<file path="config.mk">
export PLATFORM = sky130hd
export DESIGN_NAME = ducp_top
export DESIGN_NICKNAME = d
export VERILOG_FILES = /design/src/rtl/ducp_pkg.sv /design/src/rtl/ducp_chan_if.sv /design/src/rtl/ducp_chan.sv /design/src/rtl/ducp_top.sv
export SDC_FILE = /design/constraint.sdc
export NUM_CORES = 1
export LEC_CHECK = 0
export ABC_AREA = 0
export BUFFER_PORTS_ARGS = -buffer_cell sky130_fd_sc_hd__buf_2
export CAP_MARGIN = 20
export CORE_ASPECT_RATIO = 1.75
export CORE_MARGIN = 2
export CORE_UTILIZATION = 48
export CTS_CLUSTER_SIZE = 30
export DETAILED_ROUTE_END_ITERATION = 12
export GPL_TIMING_DRIVEN = 0
export PLACE_DENSITY = 0.68
export SYNTH_ARGS = -nofsm -noshare
export SYNTH_HDL_FRONTEND = slang
export SYNTH_SLANG_ARGS = --single-unit
</file>
<file path="constraint.sdc">
create_clock -name core_clk -period 4.28 [get_ports core_clk]
set_input_delay 0.856 -clock core_clk [delete_from_list [all_inputs] [get_ports core_clk]]
set_output_delay 0.856 -clock core_clk [all_outputs]
set_load 0.01 [all_outputs]
</file>
<file path="src/rtl/ducp_pkg.sv">
// Constants and types shared by the dual serial pin block
`default_nettype none
package ducp_pkg;
  // ***********************************************
  // Field positions
  // ***********************************************
  localparam int SR_RXRDY      = 0;
  localparam int SR_FFULL      = 1;
  localparam int SR_TXRDY      = 2;
  localparam int SR_TXEMT      = 3;
  localparam int SR_OVRUN      = 4;
  localparam int SR_WIDTH      = 5;
  localparam int ISR_RX_BIT    = 1;
  localparam int OP_RTS_A_BIT  = 0;
  localparam int OP_RTS_B_BIT  = 1;
  localparam int OP_RXRDY_BIT  = 4;
  localparam int OP_TXRDY_BIT  = 6;
  // ***********************************************
  // Sizes and reset values
  // ***********************************************
  localparam int DATA_BITS     = 8;
  localparam int RX_FIFO_DEPTH = 3;
  localparam int NUM_SYNC      = 6;
  localparam int BAUD_W        = 16;
  localparam logic [BAUD_W-1:0] BAUD_DIV_RST = 16'h0001;
  localparam logic [2:0] BIT_CNT_LAST = 3'h7;
  localparam logic [NUM_SYNC-1:0] SYNC_RST = 6'h3c; // Idle pin levels: no false edge after reset
  // Sync vector slots
  localparam int SY_OSC = 0;
  localparam int SY_EXT = 1;
  localparam int SY_RXA = 2;
  localparam int SY_RXB = 3;
  localparam int SY_CTA = 4;
  localparam int SY_CTB = 5;
  // ***********************************************
  // Types
  // ***********************************************
  typedef enum logic [1:0] {RDY_RXRDY, RDY_FFULL, RDY_DISCRETE} ducp_rdy_mode_t;
  typedef enum logic [1:0] {TX_IDLE, TX_DATA, TX_STOP} ducp_tx_st_t;
  typedef enum logic [1:0] {RX_IDLE, RX_DATA, RX_STOP} ducp_rx_st_t;
endpackage : ducp_pkg
`default_nettype wire

</file>
<file path="src/rtl/ducp_chan_if.sv">
// Signals between the pin hub and one serial channel
`default_nettype none
interface ducp_chan_if;
  import ducp_pkg::*;
  logic                 bit_rise;
  logic                 bit_fall;
  logic                 tx_enable;
  logic                 loopback;
  logic                 cts_gate;
  logic                 tx_load;
  logic [DATA_BITS-1:0] tx_data;
  logic                 rx_in;
  logic                 rx_pop;
  logic                 ovr_clr;
  logic                 tx_out;
  logic [DATA_BITS-1:0] rx_data;
  logic [SR_WIDTH-1:0]  status;
  modport hub (output bit_rise, bit_fall, tx_enable, loopback, cts_gate, tx_load, tx_data,
               rx_in, rx_pop, ovr_clr, input tx_out, rx_data, status);
  modport chan (input bit_rise, bit_fall, tx_enable, loopback, cts_gate, tx_load, tx_data,
                rx_in, rx_pop, ovr_clr, output tx_out, rx_data, status);
endinterface : ducp_chan_if
`default_nettype wire

</file>
<file path="src/rtl/ducp_chan.sv">
// One serial channel: transmitter with holding register and receiver with FIFO
`default_nettype none
module ducp_chan
  import ducp_pkg::*;
#(
  parameter int DEPTH = RX_FIFO_DEPTH
) (
  // Clock and reset
  input  wire logic  core_clk,
  input  wire logic  reset_n,
  // Hub side
  ducp_chan_if.chan  c
);
  localparam int PW = $clog2(DEPTH);

  // ***********************************************
  // State
  // ***********************************************
  ducp_tx_st_t          tx_st_ff, nxt_tx_st;
  ducp_rx_st_t          rx_st_ff, nxt_rx_st;
  logic [DATA_BITS-1:0] hold_ff, nxt_hold, tsh_ff, nxt_tsh, rsh_ff, nxt_rsh;
  logic                 hfull_ff, nxt_hfull, line_ff, nxt_line, ovr_ff, nxt_ovr;
  logic [2:0]           tcnt_ff, nxt_tcnt, rcnt_ff, nxt_rcnt;
  logic [DATA_BITS-1:0] mem_ff [DEPTH];
  logic [DATA_BITS-1:0] nxt_mem [DEPTH];
  logic [PW-1:0]        wp_ff, nxt_wp, rp_ff, nxt_rp;
  logic [PW:0]          cnt_ff, nxt_cnt;
  logic                 rx_bit, push, pop;

  function automatic logic [PW-1:0] ptr_inc(input logic [PW-1:0] p);
    ptr_inc = (p == PW'(DEPTH - 1)) ? '0 : p + 1'b1;
  endfunction : ptr_inc

  // ***********************************************
  // Next state
  // ***********************************************
  always_comb begin
    nxt_tx_st = tx_st_ff;
    nxt_rx_st = rx_st_ff;
    nxt_hold  = hold_ff;
    nxt_hfull = hfull_ff;
    nxt_tsh   = tsh_ff;
    nxt_tcnt  = tcnt_ff;
    nxt_line  = line_ff;
    nxt_rsh   = rsh_ff;
    nxt_rcnt  = rcnt_ff;
    nxt_mem   = mem_ff;
    nxt_wp    = wp_ff;
    nxt_rp    = rp_ff;
    nxt_cnt   = cnt_ff;
    nxt_ovr   = ovr_ff;
    push      = 1'b0;
    // Loopback feeds the receiver from the transmitter internally
    rx_bit    = c.loopback ? line_ff : c.rx_in;
    if (c.tx_load && !hfull_ff) begin
      nxt_hold  = c.tx_data;
      nxt_hfull = 1'b1;
    end
    if (!c.tx_enable) begin
      nxt_tx_st = TX_IDLE;
      nxt_line  = 1'b1;
    end else if (c.bit_fall) begin
      unique case (tx_st_ff)
        TX_IDLE: begin
          // A new character waits for clear-to-send; one in flight finishes
          if (hfull_ff && c.cts_gate) begin
            nxt_tsh   = hold_ff;
            nxt_hfull = 1'b0;
            nxt_line  = 1'b0;
            nxt_tcnt  = '0;
            nxt_tx_st = TX_DATA;
          end
        end
        TX_DATA: begin
          nxt_line = tsh_ff[0];
          nxt_tsh  = tsh_ff >> 1;
          nxt_tcnt = tcnt_ff + 3'h1;
          if (tcnt_ff == BIT_CNT_LAST) begin
            nxt_tx_st = TX_STOP;
          end
        end
        TX_STOP: begin
          nxt_line  = 1'b1;
          nxt_tx_st = TX_IDLE;
        end
      endcase
    end
    if (c.bit_rise) begin
      unique case (rx_st_ff)
        RX_IDLE: begin
          if (!rx_bit) begin
            nxt_rcnt  = '0;
            nxt_rx_st = RX_DATA;
          end
        end
        RX_DATA: begin
          nxt_rsh  = {rx_bit, rsh_ff[DATA_BITS-1:1]};
          nxt_rcnt = rcnt_ff + 3'h1;
          if (rcnt_ff == BIT_CNT_LAST) begin
            nxt_rx_st = RX_STOP;
          end
        end
        RX_STOP: begin
          push      = rx_bit;
          nxt_rx_st = RX_IDLE;
        end
      endcase
    end
    pop = c.rx_pop && (cnt_ff != '0);
    if (pop) begin
      nxt_rp = ptr_inc(rp_ff);
    end
    if (push && (!(cnt_ff == (PW+1)'(DEPTH)) || pop)) begin
      nxt_mem[wp_ff] = rsh_ff;
      nxt_wp         = ptr_inc(wp_ff);
    end
    nxt_cnt = cnt_ff + (PW+1)'(push && (!(cnt_ff == (PW+1)'(DEPTH)) || pop)) - (PW+1)'(pop);
    // Overrun set wins over a clear in the same cycle
    if (c.ovr_clr) begin
      nxt_ovr = 1'b0;
    end
    if (push && (cnt_ff == (PW+1)'(DEPTH)) && !pop) begin
      nxt_ovr = 1'b1;
    end
  end

  always_ff @(posedge core_clk or negedge reset_n) begin
    if (!reset_n) begin
      tx_st_ff <= TX_IDLE;
      rx_st_ff <= RX_IDLE;
      hold_ff  <= '0;
      hfull_ff <= 1'b0;
      tsh_ff   <= '0;
      tcnt_ff  <= '0;
      line_ff  <= 1'b1;
      rsh_ff   <= '0;
      rcnt_ff  <= '0;
      for (int i = 0; i < DEPTH; i++) begin
        mem_ff[i] <= '0;
      end
      wp_ff    <= '0;
      rp_ff    <= '0;
      cnt_ff   <= '0;
      ovr_ff   <= 1'b0;
    end else begin
      tx_st_ff <= nxt_tx_st;
      rx_st_ff <= nxt_rx_st;
      hold_ff  <= nxt_hold;
      hfull_ff <= nxt_hfull;
      tsh_ff   <= nxt_tsh;
      tcnt_ff  <= nxt_tcnt;
      line_ff  <= nxt_line;
      rsh_ff   <= nxt_rsh;
      rcnt_ff  <= nxt_rcnt;
      mem_ff   <= nxt_mem;
      wp_ff    <= nxt_wp;
      rp_ff    <= nxt_rp;
      cnt_ff   <= nxt_cnt;
      ovr_ff   <= nxt_ovr;
    end
  end

  // ***********************************************
  // Outputs to hub
  // ***********************************************
  assign c.tx_out = (c.loopback || !c.tx_enable || tx_st_ff == TX_IDLE) ? 1'b1 : line_ff;
  assign c.rx_data = mem_ff[rp_ff];
  assign c.status  = {ovr_ff, !hfull_ff && tx_st_ff == TX_IDLE, !hfull_ff,
                      cnt_ff == (PW+1)'(DEPTH), cnt_ff != '0};
endmodule : ducp_chan
`default_nettype wire

</file>
<file path="src/rtl/ducp_top.sv">
// Pin level logic of a two channel asynchronous serial module
// ***********************************************
// Overview of operation
// - Receiver samples rising edge, LSB first
// - Serial output marks when disabled, idle, loopback
// - Transmitter shifts on falling edge, LSB first
// - External serial clock selectable per channel
// - Active-low clear-to-send input per channel
// - Request-to-send pins or discrete bits 1, 0
// - Transmit ready pin is inverse status bit 2
// - Receive ready pin is inverse interrupt bit 1
// - FIFO full pin is inverse interrupt bit 1
// - Transmit ready discrete follows output bit 6
// - Receive ready discrete follows output bit 4
// ***********************************************
`default_nettype none
module ducp_top
  import ducp_pkg::*;
#(
  parameter int FIFO_DEPTH = RX_FIFO_DEPTH
) (
  // Clock and reset
  input  wire logic                 core_clk,
  input  wire logic                 reset_n,
  // Serial pins
  input  wire logic                 serial_in_chan_a,
  input  wire logic                 serial_in_chan_b,
  output logic                      serial_out_chan_a,
  output logic                      serial_out_chan_b,
  input  wire logic                 clear_to_send_chan_a_n,
  input  wire logic                 clear_to_send_chan_b_n,
  input  wire logic                 serial_osc_in,
  input  wire logic                 serial_clk_ext,
  // Multiplexed handshake pins, active low
  output logic                      request_to_send_chan_a_n,
  output logic                      request_to_send_chan_b_n,
  output logic                      transmit_ready_chan_a_n,
  output logic                      receive_ready_chan_a_n,
  // Configuration, index 0 is channel A
  input  wire logic [1:0]           tx_enable,
  input  wire logic [1:0]           loopback,
  input  wire logic [1:0]           cts_enable,
  input  wire logic [1:0]           ext_clk_sel,
  input  wire logic [BAUD_W-1:0]    baud_div,
  input  wire logic [1:0]           rts_func_sel,
  input  wire logic [1:0]           rts_request,
  input  wire logic                 txrdy_func_sel,
  input  wire ducp_rdy_mode_t       rxrdy_mode,
  input  wire logic [7:0]           out_port_data,
  // Data path
  input  wire logic [1:0]           tx_write,
  input  wire logic [DATA_BITS-1:0] tx_data_chan_a,
  input  wire logic [DATA_BITS-1:0] tx_data_chan_b,
  input  wire logic [1:0]           rx_read,
  input  wire logic [1:0]           overrun_clr,
  // Status
  output logic [DATA_BITS-1:0]      rx_data_chan_a,
  output logic [DATA_BITS-1:0]      rx_data_chan_b,
  output logic [SR_WIDTH-1:0]       status_chan_a,
  output logic [SR_WIDTH-1:0]       status_chan_b,
  output logic [7:0]                int_status
);

  // ***********************************************
  // Declarations
  // ***********************************************
  ducp_chan_if ch_a ();
  ducp_chan_if ch_b ();

  logic [NUM_SYNC-1:0]  meta_ff, sync_ff;
  logic                 osc_last_ff, nxt_osc_last;
  logic [BAUD_W-1:0]    baud_cnt_ff, nxt_baud_cnt;
  logic                 baud_clk_ff, nxt_baud_clk;
  logic [1:0]           bclk_last_ff, nxt_bclk_last;
  logic [1:0]           bclk_sel;
  logic                 isr_rx;
  logic [1:0]           nxt_sout, sout_ff;
  logic [1:0]           nxt_rts, rts_ff;
  logic                 nxt_txrdy, txrdy_ff, nxt_rxrdy, rxrdy_ff;
  logic [DATA_BITS-1:0] nxt_rxd_a, rxd_a_ff, nxt_rxd_b, rxd_b_ff;
  logic [SR_WIDTH-1:0]  nxt_sr_a, sr_a_ff, nxt_sr_b, sr_b_ff;
  logic [7:0]           nxt_isr, isr_ff;

  // ***********************************************
  // Pin synchronisers
  // ***********************************************
  // Pins are asynchronous to core_clk; first stage feeds only the second
  always_ff @(posedge core_clk or negedge reset_n) begin
    if (!reset_n) begin
      meta_ff <= SYNC_RST;
      sync_ff <= SYNC_RST;
    end else begin
      meta_ff <= {clear_to_send_chan_b_n, clear_to_send_chan_a_n, serial_in_chan_b,
                  serial_in_chan_a, serial_clk_ext, serial_osc_in};
      sync_ff <= meta_ff;
    end
  end

  // ***********************************************
  // Bit clock generation
  // ***********************************************
  // The oscillator is sampled, so it must stay well below half of core_clk
  always_comb begin
    nxt_osc_last = sync_ff[SY_OSC];
    nxt_baud_cnt = baud_cnt_ff;
    nxt_baud_clk = baud_clk_ff;
    if (sync_ff[SY_OSC] && !osc_last_ff) begin
      if (baud_cnt_ff >= baud_div - 16'h0001 || baud_div == '0) begin
        nxt_baud_cnt = '0;
        nxt_baud_clk = !baud_clk_ff;
      end else begin
        nxt_baud_cnt = baud_cnt_ff + 16'h0001;
      end
    end
    for (int i = 0; i < 2; i++) begin
      // External clock bypasses the baud divider entirely
      bclk_sel[i] = ext_clk_sel[i] ? sync_ff[SY_EXT] : baud_clk_ff;
    end
    nxt_bclk_last = bclk_sel;
  end

  always_ff @(posedge core_clk or negedge reset_n) begin
    if (!reset_n) begin
      osc_last_ff  <= 1'b0;
      baud_cnt_ff  <= '0;
      baud_clk_ff  <= 1'b0;
      bclk_last_ff <= '0;
    end else begin
      osc_last_ff  <= nxt_osc_last;
      baud_cnt_ff  <= nxt_baud_cnt;
      baud_clk_ff  <= nxt_baud_clk;
      bclk_last_ff <= nxt_bclk_last;
    end
  end

  // ***********************************************
  // Channel hookup
  // ***********************************************
  assign ch_a.bit_rise  = bclk_sel[0] && !bclk_last_ff[0];
  assign ch_a.bit_fall  = !bclk_sel[0] && bclk_last_ff[0];
  assign ch_a.tx_enable = tx_enable[0];
  assign ch_a.loopback  = loopback[0];
  assign ch_a.cts_gate  = !cts_enable[0] || !sync_ff[SY_CTA];
  assign ch_a.tx_load   = tx_write[0];
  assign ch_a.tx_data   = tx_data_chan_a;
  assign ch_a.rx_in     = sync_ff[SY_RXA];
  assign ch_a.rx_pop    = rx_read[0];
  assign ch_a.ovr_clr   = overrun_clr[0];

  assign ch_b.bit_rise  = bclk_sel[1] && !bclk_last_ff[1];
  assign ch_b.bit_fall  = !bclk_sel[1] && bclk_last_ff[1];
  assign ch_b.tx_enable = tx_enable[1];
  assign ch_b.loopback  = loopback[1];
  assign ch_b.cts_gate  = !cts_enable[1] || !sync_ff[SY_CTB];
  assign ch_b.tx_load   = tx_write[1];
  assign ch_b.tx_data   = tx_data_chan_b;
  assign ch_b.rx_in     = sync_ff[SY_RXB];
  assign ch_b.rx_pop    = rx_read[1];
  assign ch_b.ovr_clr   = overrun_clr[1];

  ducp_chan #(
    .DEPTH (FIFO_DEPTH)
  ) u_chan_a (
    .core_clk (core_clk),
    .reset_n  (reset_n),
    .c        (ch_a.chan)
  );

  ducp_chan #(
    .DEPTH (FIFO_DEPTH)
  ) u_chan_b (
    .core_clk (core_clk),
    .reset_n  (reset_n),
    .c        (ch_b.chan)
  );

  // ***********************************************
  // Pin multiplexing and output registers
  // ***********************************************
  always_comb begin
    // Interrupt status bit 1 reports a character or a full FIFO per mode
    isr_rx = (rxrdy_mode == RDY_FFULL) ? ch_a.status[SR_FFULL]
                                       : ch_a.status[SR_RXRDY];
    nxt_isr = '0;
    nxt_isr[ISR_RX_BIT] = isr_rx;
    nxt_sout  = {ch_b.tx_out, ch_a.tx_out};
    nxt_rts[0] = rts_func_sel[0] ? !rts_request[0] : out_port_data[OP_RTS_A_BIT];
    nxt_rts[1] = rts_func_sel[1] ? !rts_request[1] : out_port_data[OP_RTS_B_BIT];
    if (txrdy_func_sel) begin
      nxt_txrdy = !ch_a.status[SR_TXRDY];
    end else begin
      nxt_txrdy = out_port_data[OP_TXRDY_BIT];
    end
    unique case (rxrdy_mode)
      RDY_RXRDY: nxt_rxrdy = !isr_rx;
      RDY_FFULL: nxt_rxrdy = !isr_rx;
      default:   nxt_rxrdy = out_port_data[OP_RXRDY_BIT];
    endcase
    nxt_rxd_a = ch_a.rx_data;
    nxt_rxd_b = ch_b.rx_data;
    nxt_sr_a  = ch_a.status;
    nxt_sr_b  = ch_b.status;
  end

  always_ff @(posedge core_clk or negedge reset_n) begin
    if (!reset_n) begin
      sout_ff  <= 2'h3;
      rts_ff   <= 2'h3;
      txrdy_ff <= 1'b1;
      rxrdy_ff <= 1'b1;
      rxd_a_ff <= '0;
      rxd_b_ff <= '0;
      sr_a_ff  <= '0;
      sr_b_ff  <= '0;
      isr_ff   <= '0;
    end else begin
      sout_ff  <= nxt_sout;
      rts_ff   <= nxt_rts;
      txrdy_ff <= nxt_txrdy;
      rxrdy_ff <= nxt_rxrdy;
      rxd_a_ff <= nxt_rxd_a;
      rxd_b_ff <= nxt_rxd_b;
      sr_a_ff  <= nxt_sr_a;
      sr_b_ff  <= nxt_sr_b;
      isr_ff   <= nxt_isr;
    end
  end

  assign serial_out_chan_a        = sout_ff[0];
  assign serial_out_chan_b        = sout_ff[1];
  assign request_to_send_chan_a_n = rts_ff[0];
  assign request_to_send_chan_b_n = rts_ff[1];
  assign transmit_ready_chan_a_n  = txrdy_ff;
  assign receive_ready_chan_a_n   = rxrdy_ff;
  assign rx_data_chan_a           = rxd_a_ff;
  assign rx_data_chan_b           = rxd_b_ff;
  assign status_chan_a            = sr_a_ff;
  assign status_chan_b            = sr_b_ff;
  assign int_status               = isr_ff;
endmodule : ducp_top
`default_nettype wire

</file>
==> results of run 1 <==
[cells in the mapped netlist, types with 3 or more instances]
cell type,count,area share
a211oi_1,4,0.0033
a21o_1,7,0.0057
a21oi_1,31,0.017
a22o_1,4,0.0038
and2_1,3,0.0020
buf_4,8,0.0066
clkbuf_1,10,0.0041
dfrtp_1,185,0.51
dfstp_2,16,0.046
ha_1,42,0.057
inv_1,50,0.020
mux2_2,87,0.11
mux2i_1,33,0.036
nand2_1,43,0.018
nand2b_1,7,0.0048
nand3_1,23,0.013
nand3b_1,5,0.0041
nand4_1,5,0.0034
nor2_1,45,0.018
nor2b_1,8,0.0055
nor3_1,7,0.0038
nor3b_4,4,0.0082
nor4_1,3,0.0020
o21ai_0,39,0.021
or3_1,3,0.0020
or4_1,3,0.0025
xnor2_1,18,0.017
xor2_1,14,0.013
[power groups by stage]
stage,clock (mW),combinational (mW),sequential [mW]
after detailed placement,0,1.35,2.74
final,1.66,1.33,2.70
after global routing,1.79,1.51,2.78
after floorplan,0,0.994,2.65
after global placement,0,1.31,2.73
after CTS,1.71,1.36,2.71
[metal layers]
layer,up-vias,GRT usage,wire length [um]
met1,2779,0.2047,6651
li1,2834,-,-
met4,0,0.04487,336
met3,29,0.02515,527
met5,-,0,0
met2,76,0.2966,8453
[metrics by stage]
stage | hold WS, ns | worst slack [ns] | TNS [ns]
floorplan | 0.3312 | 0.7720 | 0
global placement | 0.3318 | -1.016 | -184.65
detailed placement | 0.3387 | 0.2384 | 0
CTS | 0.3541 | 0.7395 | 0
global route | 0.3561 | 0.4565 | 0
finish | 0.3509 | 0.7605 | 0
[worst min path at each step]
stage | to | slack (ns)
after floorplan | sync_ff[0] | 0.33
after global placement | sync_ff[1] | 0.33
after detailed placement | sync_ff[0] | 0.34
after CTS | sync_ff[0] | 0.35
after global routing | sync_ff[0] | 0.36
final | sync_ff[0] | 0.35
[critical path, stage by stage]
cell     delay (ns)
buf_2          0.12
nor3_1         0.43
nand3_1        0.19
or2_2          0.35
nor4_1         0.24
xnor2_1        0.12
ha_1           0.30
nand2_1        0.07
o21ai_0        0.14
or3b_2         0.53
a31oi_4        0.26
buf_4          0.22
nor2_1         0.06
[final cells by class]
| cell class | instances | area (sq um) | area share |
|---|---|---|---|
| inverter | 50 | 187.7 | 0.01768 |
| buffer | 22 | 115.1 | 0.01084 |
| clock buffer | 27 | 545.5 | 0.05139 |
| multi-input combinational | 481 | 3826 | 0.3604 |
| sequential | 201 | 5050 | 0.4757 |
| timing repair buffer | 98 | 523.0 | 0.04927 |
| clock inverter | 7 | 70.07 | 0.006601 |
| tap | 238 | 297.8 | 0.02805 |
[logic make-up after synthesis]
family                   after synthesis
AO/OA/AOI/OAI                        100
XOR/XNOR                              32
adder cells (fa/ha/maj)               44
buffers and inverters                 72
flip-flops                           201
multiplexers                         123
other                                  1
AND/OR/NAND/NOR                      175
==> results by group, run 1 <==
Clock network
  – Root Driver: clkbuf_16
  – Hold-fix buffers at CTS: 0
  – CTS sink count: 201
  – Post-CTS sizing: 0
  – CTS buffer count: 19
  – Maximum clock path buffer count: 3
  – Clk slew on worst S/H paths: 0.07 ns
  – # Post-CTS Setup Buffers: 0
  – Clk_lat worst skew: 0.49 ns
  – H-tree depth: 1
  – CTS tree: done

Layout
  – Most common cell after layout, fill and taps aside: dfrtp_1
  – Top flop regs: u_chan_a.mem_ff: 24 flops, u_chan_b.mem_ff: 24 flops, baud_cnt_ff: 16 flops
  – # diodes: 0
  – Fillers: 1661
  – Share of post-route cells with drive strength above 1: 0.2980
  – Cell area after layout: 10620 sq um
  – Non-filler cells, final: 1124
  – Nets: 986
  – Commonest cells after routing, fill and taps aside: 185 x dfrtp_1, 98 x buf_2, 87 x mux2_2
  – P&R area growth vs syn: 15.93%
  – Post-layout util: 0.5688

Yosys
  – XOR/XNOR Fraction of Synth Area: 0.03061
  – Yosys reg bits: 201
  – Avg Cell Area, Syn: 12.24 sq um
  – Ys Warns: 0
  – Main combinational cell family by area after synthesis: multiplexers
  – Adder-cell share of the synthesized area: 0.06177
  – Multiplexer share of the synthesized area: 0.1473
  – Syn Inst Count: 748
  – Post-Syn Area: 9156 sq um
  – Synth Area in Compound Gates: 0.07106
  – Post-synthesis sequential area ratio: 0.5515
  – Synth unique cells: 55
  – Asr flop ratio synth: 1.000
  – Simple-Gate Fraction of Synth Area: 0.1043
  – EDFF count, synth: 0
  – Post-synth top flop: dfrtp_1

Worst setup path
  – CP startpoint: baud_div[3]
  – R2r setup slk: 1.95 ns
  – Crit end category: flip-flop
  – CP required: 4.65 ns
  – R2R Path Start: u_chan_a.cnt_ff[1]
  – Crit path to: baud_cnt_ff[9]
  – Crit path DAT: 3.89 ns
  – R2R cell count: 10
  – Max FO, Critical Path: 10
  – CP Class: input pin to flip-flop
  – Worst Setup Start Kind: input pin
  – Reg2reg end: u_chan_a.cnt_ff[2]

Pwr
  – Sw Share: 0.3055
  – Internal: 3.951 mW
  – Switch Pwr: 1.738 mW
  – VDD IR-drop max: 376.2 uV
  – Total Power: 5.689 mW
  – Clock Power Share: 0.292
  – Logic pwr share: 0.233
  – Flop pwr share: 0.475
  – Pwr dens: 535.9 nW/um^2
  – Leak pwr: 5.065 nW

Timing
  – Worst slew margin: 0.4619
  – Hold Fails Final Rpt: 0
  – Final Critical Period: 3.519 ns
  – Max Clock Skew: 0.01340 ns
  – Setup Viol. Count Final: 0
  – Tcrit/Tclk final: 0.8223
  – Fmax: 284.1 MHz
  – Worst Tran Pin Value: 0.8071 ns
  – Max-slew violations: 0
  – Setup repair after global routing missed its margin: no

Detailed routing
  – Vias per cell: 5.087
  – DRT Pass-1 Iters: 4
  – Detailed-route DRC error count: 0
  – WL final: 15.97 mm
  – Drt wl/cell: 14.21 um
  – Via count: 5718
  – Antenna viol nets, final: 0
  – Iteration-0 DRC Markers: 100

Global routing
  – Antenna violations before repair: 0
  – GRT Total Usage: 0.1657
  – Vias in the first global route: 5823
  – Grt ovf: 0
  – First-pass GRT wire length: 27.48 mm
  – Largest net degree at the start of global routing: 110

Floorplan
  – I/O pins: 109
  – Die width: 108.4 um
  – Die Span Y: 186.7 um
  – Die area: 20240 sq um
  – Core footprint: 18660 sq um
  – Starting Density: 0.4906
  – Rows: 66

Worst hold path
  – Hold Crit Depth: 0
  – Hold WC Path Type: flip-flop to flip-flop
  – Hold Path Origin: meta_ff[0]

Placement
  – Placed Area: 10000 sq um
  – Dpl hpwl: 11.23 mm
  – Cells after DPL: 1090
  – PortBufs: 97
  – RD Place Congestion: 0.7757

Run
  – Max cap viols: 0

Status
  – Status: complete, no violations
Power figures use the tool's default switching activity.
==> inputs of run 2 (changes only) <==
==> constraint.sdc (replaced) <==
create_clock -name core_clk -period 3.4 [get_ports core_clk]
set_input_delay 0.68 -clock core_clk [delete_from_list [all_inputs] [get_ports core_clk]]
set_output_delay 0.68 -clock core_clk [all_outputs]
set_load 0.01 [all_outputs]
==> results by group, run 2 (synthesis results as in run 1) <==
Worst setup path
  – Slowest-stage cell, CP: or3b_2
  – Critical path, cell by cell: buf_2, nor3_4, nand3_1, or2_2, nor4_1, xnor2_1, ha_1, nand2_1, o21ai_0, or3b_2, a31oi_4, buf_4, nor2_1
  – Crit path DAT: 3.50 ns
  – Max FO, Critical Path: 10
  – CP required: 3.77 ns
  – CP Class: input pin to flip-flop
  – Max stage delay on crit path: 0.53 ns
  – Crit end category: flip-flop
  – Worst Setup Start Kind: input pin

Clock network
  – CTS buffer count: 19
  – Maximum clock path buffer count: 3
  – # Post-CTS Setup Buffers: 0
  – Hold-fix buffers at CTS: 0
  – Clk_lat worst skew: 0.49 ns
  – H-tree depth: 1
  – CTS sink count: 201
  – Root Driver: clkbuf_16
  – Clk slew on worst S/H paths: 0.07 ns
  – CTS tree: done
  – Post-CTS sizing: 0

Detailed routing
  – WL final: 15.93 mm
  – Drt wl/cell: 14.18 um
  – Via count: 5708
  – Iteration-0 DRC Markers: 93
  – Detailed-route DRC error count: 0
  – DRT Pass-1 Iters: 4
  – Vias per cell: 5.078
  – Antenna viol nets, final: 0

Timing
  – Post-route setup slack: 0.2746 ns
  – Setup repair after global routing missed its margin: no
  – Max Clock Skew: 0.01339 ns
  – Worst Tran Pin Value: 0.8055 ns
  – Tcrit/Tclk final: 0.9192
  – Max-slew violations: 0
  – Setup Viol. Count Final: 0
  – Fmax: 320.0 MHz
  – Hold Fails Final Rpt: 0
  – Fin Setup TNS: 0 ns
  – Final Critical Period: 3.125 ns
  – Worst slew margin: 0.4630

Run
  – Max cap viols: 0

Floorplan
  – Core footprint: 18660 sq um
  – Die width: 108.4 um
  – Rows: 66
  – Die Span Y: 186.7 um
  – Die area: 20240 sq um
  – I/O pins: 109
  – Starting Density: 0.4906

Layout
  – Post-layout util: 0.5697
  – Share of post-route cells with drive strength above 1: 0.3002
  – Fillers: 1660
  – P&R area growth vs syn: 16.11%
  – Area occupied by multi-input gates: 3842 sq um
  – Top flop regs: u_chan_a.mem_ff: 24 flops, u_chan_b.mem_ff: 24 flops, baud_cnt_ff: 16 flops
  – Nets: 986
  – Most common cell after layout, fill and taps aside: dfrtp_1
  – Register area: 5050 sq um
  – # diodes: 0
  – Non-filler cells, final: 1124
  – Commonest cells after routing, fill and taps aside: 185 x dfrtp_1, 98 x buf_2, 87 x mux2_2

Global routing
  – Antenna violations before repair: 0
  – Grt ovf: 0
  – GRT Total Usage: 0.1657
  – First-pass GRT wire length: 27.48 mm
  – Largest net degree at the start of global routing: 110
  – Vias in the first global route: 5823

Placement
  – Post-place setup slack: -0.4656 ns
  – PortBufs: 97
  – Cells after DPL: 1090
  – RD Place Congestion: 0.7757
  – Dpl hpwl: 11.23 mm

Pwr
  – VDD IR-drop max: 473.6 uV
  – Leak pwr: 5.068 nW
  – Total Power: 7.162 mW
  – Pwr dens: 673.7 nW/um^2

Status
  – Status: complete, no violations

Worst hold path
  – Hold WC Path Type: input pin to asynchronous set/reset pin
-- run 2: layout make-up --
class,count,area share
inverters,50,0.01765
repair buffers,98,0.04919
clock buffers,27,0.05131
plain buffers,22,0.01083
multi-input cells,481,0.3614
clock inverters,7,0.006591
flip-flops and latches,201,0.4750
well taps,238,0.02801
-- run 2: final timing paths --
path,startpoint,endpoint,slack (ns),depth (start not counted)
setup reg to reg,u_chan_a.cnt_ff[1],u_chan_a.cnt_ff[2],1.07,10
hold reg to reg,meta_ff[0],sync_ff[0],0.35,0
hold / removal,reset_n,rx_data_chan_b[3],0.23,1
max in group asynchronous,reset_n,sync_ff[2],2.20,2
setup / recovery,baud_div[3],baud_cnt_ff[9],0.27,13
min in group core_clk,clear_to_send_chan_b_n,meta_ff[5],0.28,1
-- run 2: stage by stage --
| stage | cell area [sq um] | hold slack, ns |
|---|---|---|
| after floorplan | 9179 | 0.3312 |
| after global placement | 9962 | 0.3318 |
| after detailed placement | 10000 | 0.3387 |
| after CTS | 10620 | 0.2695 |
| after global routing | 10630 | 0.2687 |
| final | 10630 | 0.2285 |
-- run 2: critical path, delay by kind of cell --
kind            cells  cell delay [ns]
compound gates      2             0.41
buf+inv             2             0.35
simple gates        7             1.63
fa+ha+maj           1             0.30
xor+xnor            1             0.12
-- run 2: per-layer routing --
layer,track usage,vias to the layer above,wire length (um)
li1,-,2835,-
met1,0.2047,2772,6616
met3,0.02515,29,523
met5,0,-,0
met2,0.2966,72,8456
met4,0.04487,0,336
-- run 2: report_power, final --
group / total, mW / leakage [nW] / switching (mW) / internal [mW]
Clock: 2.09 / 0.303 / 0.887 / 1.20
Combinational: 1.67 / 2.20 / 0.866 / 0.807
Sequential: 3.40 / 2.57 / 0.435 / 2.96
==> inputs of run 3 (changes only) <==
--- a/config.mk
+++ b/config.mk
@@ -7,14 +7,14 @@
 export LEC_CHECK = 0
 export ABC_AREA = 0
 export BUFFER_PORTS_ARGS = -buffer_cell sky130_fd_sc_hd__buf_2
-export CAP_MARGIN = 20
+export CAP_MARGIN = 5
 export CORE_ASPECT_RATIO = 1.75
 export CORE_MARGIN = 2
 export CORE_UTILIZATION = 48
 export CTS_CLUSTER_SIZE = 30
 export DETAILED_ROUTE_END_ITERATION = 12
 export GPL_TIMING_DRIVEN = 0
-export PLACE_DENSITY = 0.68
+export PLACE_DENSITY = 0.7
 export SYNTH_ARGS = -nofsm -noshare
 export SYNTH_HDL_FRONTEND = slang
 export SYNTH_SLANG_ARGS = --single-unit
==> constraint.sdc (replaced) <==
create_clock -name core_clk -period 2.7 [get_ports core_clk]
set_input_delay 0.54 -clock core_clk [delete_from_list [all_inputs] [get_ports core_clk]]
set_output_delay 0.54 -clock core_clk [all_outputs]
set_load 0.01 [all_outputs]
==> results by group, run 3 (synthesis results as in run 1) <==
Worst setup path
  – CP required: 3.10 ns
  – Max FO, Critical Path: 5
  – Reg2reg end: u_chan_a.cnt_ff[2]
  – R2R cell count: 10
  – CP Class: input pin to flip-flop
  – Crit end category: flip-flop
  – Worst Setup Start Kind: input pin
  – R2R Path Start: u_chan_a.cnt_ff[1]
  – Crit path DAT: 3.14 ns
  – R2r setup slk: 0.33 ns

Placement
  – Dpl hpwl: 11.72 mm
  – Cells after DPL: 1091
  – PortBufs: 97
  – RD Place Congestion: 0.7742

Floorplan
  – I/O pins: 109
  – Rows: 66
  – Die Span Y: 186.7 um
  – Core footprint: 18660 sq um
  – Die width: 108.4 um
  – Starting Density: 0.4906
  – Die area: 20240 sq um

Pwr
  – VDD IR-drop max: 613.4 uV
  – Flop pwr share: 0.481
  – Pwr dens: 826.7 nW/um^2
  – Sw Share: 0.3102
  – Internal: 6.164 mW
  – Clock Power Share: 0.276
  – Switch Pwr: 2.772 mW
  – Leak pwr: 5.126 nW
  – Logic pwr share: 0.243

Detailed routing
  – Antenna viol nets, final: 0
  – Drt wl/cell: 14.79 um
  – Detailed-route DRC error count: 0
  – Iteration-0 DRC Markers: 167
  – Vias per cell: 5.170
  – Via count: 5858
  – DRT Pass-1 Iters: 4
  – WL final: 16.76 mm

Timing
  – Post-route setup slack: -0.03991 ns
  – Max-slew violations: 0
  – Final Critical Period: 2.740 ns
  – Worst Tran Pin Value: 0.7624 ns
  – Max Clock Skew: 0.01001 ns
  – Worst slew margin: 0.4917
  – Hold Fails Final Rpt: 0
  – Tcrit/Tclk final: 1.015
  – Setup Viol. Count Final: 13
  – Setup repair after global routing missed its margin: yes
  – Fmax: 365.0 MHz
  – Fin Setup TNS: -0.2890 ns

Layout
  – Non-filler cells, final: 1133
  – # diodes: 0
  – Commonest cells after routing, fill and taps aside: 185 x dfrtp_1, 94 x buf_2, 87 x mux2_2
  – Fillers: 1631
  – Top flop regs: u_chan_a.mem_ff: 24 flops, u_chan_b.mem_ff: 24 flops, baud_cnt_ff: 16 flops
  – Nets: 997
  – P&R area growth vs syn: 18.05%
  – Share of post-route cells with drive strength above 1: 0.3207
  – Post-layout util: 0.5792
  – Most common cell after layout, fill and taps aside: dfrtp_1

Global routing
  – Grt ovf: 0
  – GRT Total Usage: 0.1745
  – Antenna violations before repair: 0
  – Largest net degree at the start of global routing: 75
  – Vias in the first global route: 6141
  – First-pass GRT wire length: 29.04 mm

Worst hold path
  – Sink of the worst hold path: meta_ff[4]
  – Hold Crit Depth: 1
  – Hold Path Origin: clear_to_send_chan_a_n
  – Hold WC Path Type: input pin to flip-flop

Clock network
  – CTS sink count: 201
  – Clk slew on worst S/H paths: 0.06 ns
  – CTS buffer count: 19
  – H-tree depth: 1
  – Root Driver: clkbuf_16
  – Clk_lat worst skew: 0.48 ns
  – Maximum clock path buffer count: 3
  – CTS tree: done

Run
  – Max cap viols: 0

Status
  – Status: finished, violations left
  – Failing checks: setup timing
run 3: repair_timing:
item,CTS,global route
gates cloned,1,0
hold buffers,1,0
resized for setup,9,22
hold endpoints to repair,24,0
buffers inserted,7,1
pin swaps,9,9
endpoints found under the setup margin,13,16
run 3: worst max path at each step:
stage | depth (start not counted) | from | slack, ns | to
5_1_grt | 13 | baud_div[2] | -0.14 | baud_clk_ff
3_5_place_dp | 13 | baud_div[3] | -0.66 | baud_cnt_ff[5]
2_1_floorplan | 10 | baud_div[11] | -0.27 | baud_cnt_ff[9]
3_3_place_gp | 1 | reset_n | -2.22 | u_chan_a.mem_ff[20]
6_report | 11 | baud_div[11] | -0.04 | baud_clk_ff
4_1_cts | 12 | baud_div[11] | -0.04 | baud_clk_ff
run 3: cell type report:
cell class / instances / area (sq um) / area share
plain buffers: 22 / 118.9 / 0.01100
clock buffers: 26 / 531.8 / 0.04920
clock inverters: 6 / 33.78 / 0.003125
inverters: 50 / 187.7 / 0.01736
multi-input cells: 481 / 3925 / 0.3631
flip-flops and latches: 201 / 5050 / 0.4672
well taps: 238 / 297.8 / 0.02755
repair buffers: 109 / 664.4 / 0.06147
run 3: through the flow:
| stage | setup slack (ns) | area, sq um | hold slack (ns) | total power, mW |
|---|---|---|---|---|
| floorplan | -0.2716 | 9206 | 0.2444 | 5.787 |
| global placement | -2.222 | 9990 | 0.3350 | 6.404 |
| detailed placement | -0.6625 | 10050 | 0.3372 | 6.513 |
| CTS | -0.04141 | 10730 | 0.1402 | 9.040 |
| global route | -0.1433 | 10810 | 0.1353 | 9.547 |
| finish | -0.03991 | 10810 | 0.1621 | 8.936 |
run 3: routing by layer:
layer,GRT usage,up-vias,part of all wire
met5,0,-,0
met4,0.04191,0,0.018
met3,0.02689,24,0.034
met2,0.3173,89,0.54
met1,0.2130,2897,0.41
li1,-,2848,-
run 3: power by group through the flow:
stage / logic [mW] / registers [mW] / clock network, mW
after CTS: 2.19 / 4.30 / 2.55
final: 2.17 / 4.30 / 2.47
after global placement: 2.08 / 4.33 / 0
after floorplan: 1.58 / 4.20 / 0
after detailed placement: 2.16 / 4.35 / 0
after global routing: 2.48 / 4.41 / 2.66
run 3: critical path, stage by stage:
cell	delay (ns)
buf_6	0.09
or4_4	0.53
or4_1	0.40
nor2_1	0.12
xnor2_1	0.08
ha_1	0.30
nand3_2	0.10
or3b_4	0.42
a31oi_4	0.28
buf_6	0.14
xor2_1	0.13
